<file path="config.mk">
export PLATFORM = sky130hd
export DESIGN_NAME = pll_lock_detect_divider_sync
export DESIGN_NICKNAME = d
export VERILOG_FILES = /design/src/rtl/pll_lock_pkg.sv /design/src/rtl/pulse_delay_tap.sv /design/src/rtl/pll_lock_detect_divider_sync.sv
export VERILOG_INCLUDE_DIRS = /design/src /design/src/rtl
export SDC_FILE = /design/constraint.sdc
export NUM_CORES = 1
export LEC_CHECK = 0
export BUFFER_PORTS_ARGS = -buffer_cell sky130_fd_sc_hd__buf_2
export CAP_MARGIN = 10
export CORE_MARGIN = 4
export CORE_UTILIZATION = 40
export DETAILED_ROUTE_END_ITERATION = 10
export PLACE_DENSITY = 0.58
export SLEW_MARGIN = 20
export SYNTH_ARGS = -nofsm -noshare
export SYNTH_HDL_FRONTEND = slang
export SYNTH_SLANG_ARGS = --single-unit
</file>
<file path="constraint.sdc">
create_clock -name clk_sys -period 11.3 [get_ports clk_sys]
set_input_delay 2.26 -clock clk_sys [delete_from_list [all_inputs] [get_ports clk_sys]]
set_output_delay 2.26 -clock clk_sys [all_outputs]
set_load 0.1 [all_outputs]
</file>
<file path="src/rtl/pll_lock_consts.svh">
/*
  Constants for the lock detect and divider control block: register offsets,
  field positions, reset values, encodings and counts.
  Assumes it is included by bare name from the design file.
*/
`ifndef PLL_LOCK_CONSTS_SVH
`define PLL_LOCK_CONSTS_SVH

// Register offsets (byte addresses on the 8-bit register port).
`define ADDR_R_LSB        8'h11
`define ADDR_R_MSB        8'h12
`define ADDR_A_CNT        8'h13
`define ADDR_B_LSB        8'h14
`define ADDR_B_MSB        8'h15
`define ADDR_PRESCALE     8'h16
`define ADDR_STATUS_SEL   8'h17
`define ADDR_LOCK_CFG     8'h18
`define ADDR_SYNC_DELAY   8'h19
`define ADDR_LD_SEL       8'h1a
`define ADDR_REFERENCE_MONITOR_PIN_SEL   8'h1b
`define ADDR_LIVE_STATUS  8'h20
`define ADDR_IRQ_STATUS   8'h21
`define ADDR_IRQ_MASK     8'h22
`define ADDR_DELAY_EN     8'h23

// Reset value of every writable register.
`define REG_RESET         8'h00

// Prescaler mode field and its fixed-divide / dual-modulus codes.
`define PRE_MODE_BITS     2:0
`define PRE_SHARED_RST    5
`define PRE_AB_RST        6
`define PRE_R_RST         7
`define PRE_DM2           3'h0
`define PRE_DM4           3'h1
`define PRE_DM8           3'h2
`define PRE_DM16          3'h3
`define PRE_DM32          3'h4
`define PRE_FD1           3'h5
`define PRE_FD2           3'h6
`define PRE_FD3           3'h7

// Status pin select and antibacklash field.
`define STAT_SEL_BITS     7:2
`define ABP_BITS          1:0

// Lock detect configuration.
`define LOCK_CNT_BITS     6:5
`define LOCK_WIN_BIT      4
`define DLD_DIS_BIT       3
`define LOCK_NEED_0       8'h05
`define LOCK_NEED_1       8'h10
`define LOCK_NEED_2       8'h40
`define LOCK_NEED_3       8'hff
`define LOCK_THR_HIGH     8'h03
`define LOCK_THR_LOW      8'h01

// Sync pin mode and the two delay codes.
`define SYNC_MODE_BITS    7:6
`define SYNC_MODE_OFF     2'h0
`define N_DLY_BITS        5:3
`define R_DLY_BITS        2:0
`define R_DLY_EN_BIT      0
`define N_DLY_EN_BIT      1

// Pin output select codes, shared by all three pin muxes.
`define PSEL_GROUND       6'h00
`define PSEL_DLD          6'h01
`define PSEL_CMP_HIGH     6'h02
`define PSEL_CMP_LOW      6'h03
`define PSEL_CURRENT_SRC  6'h04
`define PSEL_ALD_NCH      6'h05
`define PSEL_ALD_PCH      6'h06

// Interrupt status bit positions.
`define IRQ_LOCK_GAIN     0
`define IRQ_LOCK_LOSS     1
`define IRQ_CMP_RISE      2

// Edge gap saturation value; a gap this large is always out of window.
`define GAP_MAX           8'hff

`endif

</file>
<file path="src/rtl/pll_lock_pkg.sv">
/*
  Types shared by the lock detect and divider control block.
  Assumes the constants header is available by bare name.
*/
package pll_lock_pkg;
  // Phase gap meter state: idle, or waiting for the lagging edge.
  typedef enum logic [1:0] {
    GAP_IDLE     = 2'b00,
    GAP_WAIT_FB  = 2'b01,
    GAP_WAIT_REF = 2'b10
  } gap_state_type;
endpackage : pll_lock_pkg

</file>
<file path="src/rtl/pulse_delay_tap.sv">
/*
  Programmable delay cell for a divider output pulse: the pulse leaves one
  cycle after it arrives, plus a selectable tap of extra cycles when enabled.
  Assumes one clock and pulses of one cycle.
*/
module pulse_delay_tap #(
  parameter int DEPTH = 8  // Number of selectable taps.
) (
  // Clock and reset.
  input  wire logic                     clk_sys,
  input  wire logic                     nrst,
  // Control.
  input  wire logic                     dly_en,
  input  wire logic [$clog2(DEPTH)-1:0] dly_code,
  // Pulse path.
  input  wire logic                     pulse_in,
  output logic                          pulse_out
);
  // The code must be able to address every tap and nothing beyond.
  initial begin
    if (DEPTH < 2 || (DEPTH & (DEPTH - 1)) != 0) begin
      $error("pulse_delay_tap: DEPTH must be a power of two of at least 2.");
    end
  end

  logic [DEPTH-1:0] line_q;  // Shift line of past input pulses.

  // The line shifts every cycle so that any tap is valid at once.
  always_ff @(posedge clk_sys or negedge nrst) begin
    if (!nrst) begin
      line_q <= '0;
    end else begin
      line_q <= {line_q[DEPTH-2:0], pulse_in};
    end
  end

  // The output is registered; a code of zero adds no extra delay.
  always_ff @(posedge clk_sys or negedge nrst) begin
    if (!nrst) begin
      pulse_out <= 1'b0;
    end else if (dly_en && dly_code != '0) begin
      pulse_out <= line_q[dly_code - 1'b1];
    end else begin
      pulse_out <= pulse_in;
    end
  end
endmodule : pulse_delay_tap

</file>
<file path="src/rtl/pll_lock_detect_divider_sync.sv">
/*
  Reference and feedback dividers, sync pin reset, divider delays, digital
  lock detect with hysteresis, lock pin modes and pin output muxes.
  Assumes divider inputs and pins are synchronous one-cycle edge pulses.
*/
// What this block does
// - Sync pin resets R, A, B when enabled
// - Each divider path has enableable three-bit delay
// - Lock after programmed run of in-window cycles
// - Lock holds until one wide-error cycle
// - Unlock threshold wider than lock threshold
// - Window bit, antibacklash, counter set timing
// - Lock flag selectable onto three pins
// - Current-source mode sources while locked, shorts otherwise
// - Comparator readable on pins, either polarity
// - Analog lock output in two polarities
// - Fixed-divide with B=1 gives P alone
// - Fixed-divide with B>=3 gives P times B
// - Counter reset bits hold until cleared
// - Lock counter code zero needs five cycles
`include "pll_lock_consts.svh"
module pll_lock_detect_divider_sync #(
  parameter int DLY_TAPS = 8  // Taps of each divider delay cell.
) (
  // Clock and reset.
  input  wire logic       clk_sys,
  input  wire logic       nrst,
  // Register port.
  input  wire logic [7:0] addr,
  input  wire logic [7:0] wdata,
  input  wire logic       wr,
  input  wire logic       rd,
  output logic      [7:0] rdata,
  // Clock path pulses and sync pin.
  input  wire logic       ref_in_edge,
  input  wire logic       vco_in_edge,
  input  wire logic       sync_n,
  // Lock pin and its comparator.
  input  wire logic       ld_cmp_in,
  output logic            lock_indicator_pin_o,
  output logic            lock_indicator_pin_oe,
  output logic            ld_cs_src,
  // Other pins.
  output logic            status_pin,
  output logic            reference_monitor_pin,
  output logic            ref_pfd_edge,
  output logic            fb_pfd_edge,
  output logic            irq
);
  initial begin
    if (DLY_TAPS != 8) begin
      $error("pll_lock_detect_divider_sync: three-bit delay code needs 8 taps.");
    end
  end

  // Software registers.
  logic [7:0]  r_lsb_q, r_msb_q, a_q, b_lsb_q, b_msb_q, pre_q;
  logic [7:0]  stat_sel_q, lock_cfg_q, sync_dly_q, ld_sel_q, reference_monitor_pin_sel_q;
  logic [7:0]  dly_en_q, irq_mask_q;
  logic [2:0]  irq_stat_q;          // Sticky event bits.
  // Divider and detector state.
  logic [13:0] r_cnt_q;             // Reference divider count.
  logic [18:0] n_cnt_q;             // Feedback divider count.
  logic [18:0] n_total;             // Feedback ratio.
  logic        r_pulse_q, n_pulse_q;
  logic        sync_active, r_hold, n_hold;
  pll_lock_pkg::gap_state_type gap_state_q;
  logic [7:0]  gap_cnt_q;           // Cycles since the leading edge.
  logic        res_valid_q;         // One detector cycle evaluated.
  logic [7:0]  res_gap_q;           // Gap of that cycle.
  logic [7:0]  run_q;               // Consecutive in-window cycles.
  logic        dld_q;               // Digital phase lock flag.
  logic        cmp_q;               // Previous comparator level.
  logic [7:0]  lock_need, lock_thr, unlock_thr;
  logic        digital_phase_lock_flag;
  logic        err_active;          // Phase error pulse, the analog lock source.
  logic        wr_lock_gain, wr_lock_loss;

  // Register writes; the reset bits stay set until software clears them.
  always_ff @(posedge clk_sys or negedge nrst) begin
    if (!nrst) begin
      r_lsb_q <= `REG_RESET; r_msb_q <= `REG_RESET; a_q <= `REG_RESET;
      b_lsb_q <= `REG_RESET; b_msb_q <= `REG_RESET; pre_q <= `REG_RESET;
      stat_sel_q <= `REG_RESET; lock_cfg_q <= `REG_RESET;
      sync_dly_q <= `REG_RESET; ld_sel_q <= `REG_RESET;
      reference_monitor_pin_sel_q <= `REG_RESET; dly_en_q <= `REG_RESET;
      irq_mask_q <= `REG_RESET;
    end else if (wr) begin
      unique case (addr)
        `ADDR_R_LSB:      r_lsb_q      <= wdata;
        `ADDR_R_MSB:      r_msb_q      <= wdata;
        `ADDR_A_CNT:      a_q          <= wdata;
        `ADDR_B_LSB:      b_lsb_q      <= wdata;
        `ADDR_B_MSB:      b_msb_q      <= wdata;
        `ADDR_PRESCALE:   pre_q        <= wdata;
        `ADDR_STATUS_SEL: stat_sel_q   <= wdata;
        `ADDR_LOCK_CFG:   lock_cfg_q   <= wdata;
        `ADDR_SYNC_DELAY: sync_dly_q   <= wdata;
        `ADDR_LD_SEL:     ld_sel_q     <= wdata;
        `ADDR_REFERENCE_MONITOR_PIN_SEL: reference_monitor_pin_sel_q <= wdata;
        `ADDR_IRQ_MASK:   irq_mask_q   <= wdata;
        `ADDR_DELAY_EN:   dly_en_q     <= wdata;
        default: ;
      endcase
    end
  end

  // Read data stand one cycle after the strobe; unmapped reads give zero.
  always_ff @(posedge clk_sys or negedge nrst) begin
    if (!nrst) begin
      rdata <= `REG_RESET;
    end else if (rd) begin
      unique case (addr)
        `ADDR_R_LSB:       rdata <= r_lsb_q;
        `ADDR_R_MSB:       rdata <= {2'b00, r_msb_q[5:0]};
        `ADDR_A_CNT:       rdata <= {2'b00, a_q[5:0]};
        `ADDR_B_LSB:       rdata <= b_lsb_q;
        `ADDR_B_MSB:       rdata <= {3'b000, b_msb_q[4:0]};
        `ADDR_PRESCALE:    rdata <= pre_q;
        `ADDR_STATUS_SEL:  rdata <= stat_sel_q;
        `ADDR_LOCK_CFG:    rdata <= lock_cfg_q;
        `ADDR_SYNC_DELAY:  rdata <= sync_dly_q;
        `ADDR_LD_SEL:      rdata <= {2'b00, ld_sel_q[5:0]};
        `ADDR_REFERENCE_MONITOR_PIN_SEL:  rdata <= reference_monitor_pin_sel_q;
        `ADDR_LIVE_STATUS: rdata <= {5'b00000, sync_active, cmp_q, dld_q};
        `ADDR_IRQ_STATUS:  rdata <= {5'b00000, irq_stat_q};
        `ADDR_IRQ_MASK:    rdata <= irq_mask_q;
        `ADDR_DELAY_EN:    rdata <= {6'b000000, dly_en_q[1:0]};
        default:           rdata <= `REG_RESET;
      endcase
    end
  end

  // Counter holds: sync pin when enabled, the shared bit, or each own bit.
  assign sync_active = (sync_dly_q[`SYNC_MODE_BITS] != `SYNC_MODE_OFF) && !sync_n;
  assign r_hold = sync_active || pre_q[`PRE_SHARED_RST] || pre_q[`PRE_R_RST];
  assign n_hold = sync_active || pre_q[`PRE_SHARED_RST] || pre_q[`PRE_AB_RST];

  // Feedback ratio from prescaler mode, A and B.
  always_comb begin
    logic [18:0] p;
    logic [18:0] b;
    logic        fixed;
    p = 19'd2;
    fixed = 1'b0;
    b = {6'b000000, b_msb_q[4:0], b_lsb_q};
    unique case (pre_q[`PRE_MODE_BITS])
      `PRE_DM2:  p = 19'd2;
      `PRE_DM4:  p = 19'd4;
      `PRE_DM8:  p = 19'd8;
      `PRE_DM16: p = 19'd16;
      `PRE_DM32: p = 19'd32;
      `PRE_FD1:  begin p = 19'd1; fixed = 1'b1; end
      `PRE_FD2:  begin p = 19'd2; fixed = 1'b1; end
      `PRE_FD3:  begin p = 19'd3; fixed = 1'b1; end
    endcase
    if (fixed && b <= 19'd1) begin
      n_total = p;
    end else if (fixed) begin
      n_total = 19'(p * b);
    end else begin
      n_total = 19'(p * b + {13'b0, a_q[5:0]});
    end
    if (n_total == '0) begin
      n_total = 19'd1;
    end
  end

  // Reference divider: codes 0 and 1 both divide by one.
  always_ff @(posedge clk_sys or negedge nrst) begin
    if (!nrst) begin
      r_cnt_q <= '0;
      r_pulse_q <= 1'b0;
    end else if (r_hold) begin
      r_cnt_q <= '0;
      r_pulse_q <= 1'b0;
    end else begin
      r_pulse_q <= 1'b0;
      if (ref_in_edge) begin
        if (r_cnt_q + 14'd1 >= {r_msb_q[5:0], r_lsb_q}) begin
          r_cnt_q <= '0;
          r_pulse_q <= 1'b1;
        end else begin
          r_cnt_q <= r_cnt_q + 14'd1;
        end
      end
    end
  end

  // Feedback divider counting VCO edges up to the ratio.
  always_ff @(posedge clk_sys or negedge nrst) begin
    if (!nrst) begin
      n_cnt_q <= '0;
      n_pulse_q <= 1'b0;
    end else if (n_hold) begin
      n_cnt_q <= '0;
      n_pulse_q <= 1'b0;
    end else begin
      n_pulse_q <= 1'b0;
      if (vco_in_edge) begin
        if (n_cnt_q + 19'd1 >= n_total) begin
          n_cnt_q <= '0;
          n_pulse_q <= 1'b1;
        end else begin
          n_cnt_q <= n_cnt_q + 19'd1;
        end
      end
    end
  end

  // Delay cells ahead of the detector inputs.
  pulse_delay_tap #(.DEPTH(DLY_TAPS)) u_r_delay (
    .clk_sys  (clk_sys),
    .nrst     (nrst),
    .dly_en   (dly_en_q[`R_DLY_EN_BIT]),
    .dly_code (sync_dly_q[`R_DLY_BITS]),
    .pulse_in (r_pulse_q),
    .pulse_out(ref_pfd_edge)
  );
  pulse_delay_tap #(.DEPTH(DLY_TAPS)) u_n_delay (
    .clk_sys  (clk_sys),
    .nrst     (nrst),
    .dly_en   (dly_en_q[`N_DLY_EN_BIT]),
    .dly_code (sync_dly_q[`N_DLY_BITS]),
    .pulse_in (n_pulse_q),
    .pulse_out(fb_pfd_edge)
  );

  // Lock window from window bit, antibacklash and counter field.
  always_comb begin
    unique case (lock_cfg_q[`LOCK_CNT_BITS])
      2'b00: lock_need = `LOCK_NEED_0;
      2'b01: lock_need = `LOCK_NEED_1;
      2'b10: lock_need = `LOCK_NEED_2;
      2'b11: lock_need = `LOCK_NEED_3;
    endcase
    lock_thr = (lock_cfg_q[`LOCK_WIN_BIT] ? `LOCK_THR_LOW : `LOCK_THR_HIGH)
             + {6'b000000, stat_sel_q[`ABP_BITS]};
    unlock_thr = {lock_thr[6:0], 1'b0} + 8'd1;
  end

  // Gap meter: one result per edge pair, saturating when an edge is missing.
  always_ff @(posedge clk_sys or negedge nrst) begin
    if (!nrst) begin
      gap_state_q <= pll_lock_pkg::GAP_IDLE;
      gap_cnt_q <= '0;
      res_valid_q <= 1'b0;
      res_gap_q <= '0;
    end else begin
      res_valid_q <= 1'b0;
      unique case (gap_state_q)
        pll_lock_pkg::GAP_IDLE: begin
          gap_cnt_q <= 8'd1;
          if (ref_pfd_edge && fb_pfd_edge) begin
            res_valid_q <= 1'b1;
            res_gap_q <= '0;
          end else if (ref_pfd_edge) begin
            gap_state_q <= pll_lock_pkg::GAP_WAIT_FB;
          end else if (fb_pfd_edge) begin
            gap_state_q <= pll_lock_pkg::GAP_WAIT_REF;
          end
        end
        pll_lock_pkg::GAP_WAIT_FB, pll_lock_pkg::GAP_WAIT_REF: begin
          if ((gap_state_q == pll_lock_pkg::GAP_WAIT_FB) ? fb_pfd_edge : ref_pfd_edge) begin
            res_valid_q <= 1'b1;
            res_gap_q <= gap_cnt_q;
            gap_state_q <= pll_lock_pkg::GAP_IDLE;
          end else if ((gap_state_q == pll_lock_pkg::GAP_WAIT_FB) ? ref_pfd_edge
                                                                   : fb_pfd_edge) begin
            res_valid_q <= 1'b1;
            res_gap_q <= `GAP_MAX;
            gap_cnt_q <= 8'd1;
          end else if (gap_cnt_q != `GAP_MAX) begin
            gap_cnt_q <= gap_cnt_q + 8'd1;
          end
        end
        default: gap_state_q <= pll_lock_pkg::GAP_IDLE;
      endcase
    end
  end
  assign err_active = (gap_state_q != pll_lock_pkg::GAP_IDLE);

  // Lock flag: a run of in-window cycles sets it, one wide cycle clears it.
  always_ff @(posedge clk_sys or negedge nrst) begin
    if (!nrst) begin
      dld_q <= 1'b0;
      run_q <= '0;
    end else if (lock_cfg_q[`DLD_DIS_BIT]) begin
      dld_q <= 1'b0;
      run_q <= '0;
    end else if (res_valid_q) begin
      if (dld_q) begin
        if (res_gap_q > unlock_thr) begin
          dld_q <= 1'b0;
          run_q <= '0;
        end
      end else if (res_gap_q <= lock_thr) begin
        if (run_q + 8'd1 >= lock_need) begin
          dld_q <= 1'b1;
        end
        run_q <= run_q + 8'd1;
      end else begin
        run_q <= '0;
      end
    end
  end
  assign digital_phase_lock_flag = dld_q;

  // Lock pin modes: level, current source, or open-drain phase pulses.
  always_comb begin
    lock_indicator_pin_o = 1'b0;
    lock_indicator_pin_oe = 1'b1;
    ld_cs_src = 1'b0;
    unique case (ld_sel_q[5:0])
      `PSEL_DLD: lock_indicator_pin_o = digital_phase_lock_flag;
      `PSEL_CURRENT_SRC: begin
        ld_cs_src = digital_phase_lock_flag;
        lock_indicator_pin_oe = !digital_phase_lock_flag;
      end
      `PSEL_ALD_NCH: lock_indicator_pin_oe = err_active;
      `PSEL_ALD_PCH: begin
        lock_indicator_pin_o = 1'b1;
        lock_indicator_pin_oe = err_active;
      end
      default: ;
    endcase
  end

  // Status and monitor pin muxes, with comparator in either polarity.
  always_comb begin
    unique case (stat_sel_q[`STAT_SEL_BITS])
      `PSEL_DLD:      status_pin = digital_phase_lock_flag;
      `PSEL_CMP_HIGH: status_pin = ld_cmp_in;
      `PSEL_CMP_LOW:  status_pin = !ld_cmp_in;
      default:        status_pin = 1'b0;
    endcase
    unique case ({1'b0, reference_monitor_pin_sel_q[4:0]})
      `PSEL_DLD:      reference_monitor_pin = digital_phase_lock_flag;
      `PSEL_CMP_HIGH: reference_monitor_pin = ld_cmp_in;
      `PSEL_CMP_LOW:  reference_monitor_pin = !ld_cmp_in;
      default:        reference_monitor_pin = 1'b0;
    endcase
  end

  // Sticky events; a new event wins over a clearing write of one.
  assign wr_lock_gain = res_valid_q && !dld_q && !lock_cfg_q[`DLD_DIS_BIT]
                        && res_gap_q <= lock_thr && run_q + 8'd1 >= lock_need;
  assign wr_lock_loss = dld_q && (lock_cfg_q[`DLD_DIS_BIT]
                        || (res_valid_q && res_gap_q > unlock_thr));
  always_ff @(posedge clk_sys or negedge nrst) begin
    if (!nrst) begin
      irq_stat_q <= '0;
      cmp_q <= 1'b0;
    end else begin
      cmp_q <= ld_cmp_in;
      irq_stat_q <= (irq_stat_q & ~((wr && addr == `ADDR_IRQ_STATUS) ? wdata[2:0] : 3'b000))
                  | {ld_cmp_in && !cmp_q, wr_lock_loss, wr_lock_gain};
    end
  end
  assign irq = |(irq_stat_q & irq_mask_q[2:0]);
endmodule : pll_lock_detect_divider_sync

</file>
==> run_results.csv <==
group,metric,value,unit
detailed_routing,wl,34.0,mm
power_and_ir_drop,p_leak,7.32,nW
power_and_ir_drop,total_power,1.91,mW
power_and_ir_drop,vdd_drop_max,0.107,mV
placed_design,portBuffers,39,
critical_path,worst-path-stages,26,
global_routing,grt_pass1_wl,56.2,mm
run,maxCapViolCount,0,
floorplan,start_util,40.5,%
floorplan,chipWidth,192,microns
global_routing,grt_overflow,0,
sta,timing.fmax,110,MHz
sta,finalCriticalPeriod,9.06,ns
clocking,cts_tree,"built",
critical_path,startpoint_type,"flip-flop",
placed_design,dp_hpwl,25.7,mm
floorplan,die_area,36800,sq um
synth,ys_seq_elements,182,
global_routing,busiest_layer,"met2",
clocking,cts_setup_buffers,0,
detailed_routing,drc,0,
power_and_ir_drop,cellPowerDensity,130,nW/um^2
clocking,cts_sinks,182,
cells_and_area,n_antenna_cell,0,
sta,slew_viol_final,0,
placed_design,gp_congestion,0.896,
critical_path,critPathTopFamily,"compound AO/OA/AOI/OAI gates",
sta,maxSlewHeadroom,30.0,%
synth,synth_cells,1425,
cells_and_area,largest_reg_flops,19,
critical_path,reg2reg_depth,26,
worst_hold_path,hold_path_depth,0,
floorplan,die_y,192,microns
clocking,clk_pin_slew,0.08,ns
cells_and_area,final_common_cell,"dfrtp_1",
global_routing,grt_max_degree,64,
detailed_routing,vias_per_cell,5.49,
cells_and_area,nFillCells,3228,
synth,ys.flop_type,"dfrtp_1",
critical_path,crit_arrival,9.46,ns
synth,syn_nets,1627,
worst_hold_path,min_path_type,"flip-flop to flip-flop",
global_routing,antenna_found_initial,0,
detailed_routing,drt_iter0_drc,561,
clocking,cts_max_level,4,
clocking,insertion_delay,0.46,ns
cells_and_area,mostFrequentLayoutCells,"182 x dfrtp_1, 155 x nand2_1, 132 x ha_1",
floorplan,num_io_pins,40,
synth,synth-edff-count,0,
synth,yosysSeqAreaShare,33.7,%
critical_path,required,11.69,ns
global_routing,met2_usage,31.3,%
clocking,cts-buffers-inserted,17,
global_routing,track_usage,19.2,%
synth,async_reset_ff_share,100,%
synth,avgSynthCellArea,9.50,sq um
critical_path,cp_slowest_cell,"dfrtp_1",
critical_path,rrSetupSlack,2.24,ns
cells_and_area,drive_gt1_share,11.2,%
critical_path,path_max_fanout,24,
critical_path,crit_path_max_incr_delay,0.72,ns
global_routing,grt_util_met3,3.14,%
sta,rsz0062_at_grt,"false",
floorplan,rows,67,
cells_and_area,largestRegisters,"n_cnt_q: 19 flops, r_cnt_q: 14 flops",
sta,final-hold-violation-count,0,
cells_and_area,final_net_count,1641,
critical_path,crit_path_end_kind,"flip-flop",
clocking,cts_max_path_buffers,2,
detailed_routing,wl_per_cell,17.9,microns
critical_path,crit_top_cell,"fa_1",
sta,final.period_utilization,80.2,%
detailed_routing,ant_nets,0,
synth,synth_cell_type_count,76,
worst_hold_path,worst_hold_path.endpoint,"u_n_delay.line_q[1]",
cells_and_area,top_register,"n_cnt_q",
floorplan,fp.coreArea,33400,sq um
global_routing,use_met1,26.6,%
critical_path,path_class,"flip-flop to flip-flop",
sta,worstMarginPinSlew,1.04,ns
critical_path,path_buf_inv,1,
synth,yosys_warnings,0,
cells_and_area,areaGrowthSynthToFinish,9.10,%
clocking,root_buffer,"clkbuf_16",
global_routing,first_global_vias,10300,
sta,setup-tns-final,0,ns
synth,syn-cell-area,13500,sq um
clocking,cts-resized-gates,0,
outcome,outcome,"completed",
worst_hold_path,min_from,"u_n_delay.line_q[0]",
clocking,cts_hold_buf,0,
critical_path,r2r-end,"n_cnt_q[11]",
detailed_routing,drt_pass1_iterations,5,
detailed_routing,vias,10400,
sta,skew,0.0151,ns
critical_path,r2r-start,"pre_q[2]",
sta,setup_viol,0,
==> worst reg2reg max path, cell delays in order (launching register included) <==
cell and delay [ns]:
dfrtp_1 0.72, nor3_1 0.15, a21oi_2 0.55, nand2b_1 0.21
fa_1 0.44, fa_1 0.54, fa_1 0.44, fa_1 0.52
inv_1 0.04, ha_1 0.28, ha_1 0.42, a21oi_1 0.24
o211ai_1 0.14, a2111oi_0 0.48, o21bai_1 0.18, xnor2_1 0.21
or4_1 0.56, nor2_1 0.18, xnor2_1 0.14, nand2_1 0.07
ha_1 0.23, a2111oi_0 0.55, o211ai_1 0.21, o21ai_0 0.39
nand4_1 0.59, o21ai_0 0.39, a21o_1 0.15
==> how the worst max path moves through the flow <==
stage / from / end / slack [ns]
floorplan: pre_q[2] / n_cnt_q[10] / 3.43
detailed placement: pre_q[2] / n_cnt_q[11] / 1.96
global placement: pre_q[2] / n_cnt_q[6] / 2.35
global route: pre_q[2] / n_cnt_q[7] / 1.49
CTS: pre_q[2] / n_cnt_q[11] / 1.91
finish: pre_q[2] / n_cnt_q[11] / 2.24
==> Yosys cell counts (3+ instances only) <==
master	count	area [sq um]
inv_1	121	454
clkbuf_1	44	165
ha_1	132	1650
a221oi_1	8	70.1
buf_2	3	15.0
mux4_2	5	113
buf_1	5	18.8
o211ai_1	12	90.1
o22ai_1	8	50.1
nor2_1	63	236
o21ai_0	112	561
a211oi_1	6	45.0
a21oi_1	32	160
a22o_1	23	201
nor4_1	7	43.8
and4_1	3	26.3
nand4b_1	3	26.3
a22oi_1	32	240
nand2_1	155	582
nand2b_1	11	68.8
mux2i_1	8	80.1
dfrtp_1	182	4550
a21o_1	24	180
a32o_1	5	50.1
o21bai_1	4	30.0
nand3_1	44	220
xor2_1	27	236
nor3b_1	11	82.6
xnor2_1	34	298
a2111oi_0	4	35.0
nor3_1	23	115
a31oi_1	5	31.3
and3_1	36	225
fa_1	46	921
or2_2	10	62.6
or4_1	3	22.5
o21a_1	11	82.6
nor2b_1	22	138
mux2_2	52	586
nand4_1	11	68.8
and2_1	34	213
==> where the power goes <==
part	switching (mW)	total, mW	internal (mW)
Sequential	0.0721	0.797	0.725
Combinational	0.319	0.510	0.191
Clock	0.306	0.606	0.299
==> final cells by class <==
class | count | area (sq um) | share of cell area (%)
clock buffers | 17 | 425 | 2.88
clock inverters | 15 | 173 | 1.17
inverters | 121 | 454 | 3.08
multi-input cells | 1069 | 8320 | 56.4
flip-flops and latches | 182 | 4550 | 30.9
well taps | 448 | 561 | 3.80
repair buffers | 48 | 272 | 1.84
==> per-layer routing <==
metal | up-vias | part of all wire [%]
li1 | 5051 | -
met1 | 5116 | 46
met2 | 235 | 47
met3 | 38 | 4.2
met4 | 0 | 2.1
met5 | - | 0
==> through the flow <==
step / setup slack (ns) / hold slack [ns] / std cells / util, % / instance area (sq um)
2_1_floorplan: 3.43 / 0.349 / 1425 / - / 13500
3_3_place_gp: 2.35 / 0.355 / 1868 / 42.3 / 14200
3_5_place_dp: 1.96 / 0.356 / 1868 / 42.3 / 14200
4_1_cts: 1.91 / 0.374 / 1900 / 44.1 / 14800
5_1_grt: 1.49 / 0.390 / 1900 / 44.1 / 14800
6_report: 2.24 / 0.375 / 1900 / 44.1 / 14800
==> logic make-up (layout without fill, tap and decap cells) <==
family | count (synthesis) | count (layout) | share of synthesized area (%)
simple gates | 447 | 447 | 16.5
compound gates | 315 | 315 | 15.7
mux | 65 | 65 | 5.75
xor+xnor | 64 | 64 | 4.48
buf+inv | 174 | 201 | 4.91
fa+ha+maj | 178 | 178 | 19.0
flops | 182 | 182 | 33.7
(Power assumes the default switching activity.)
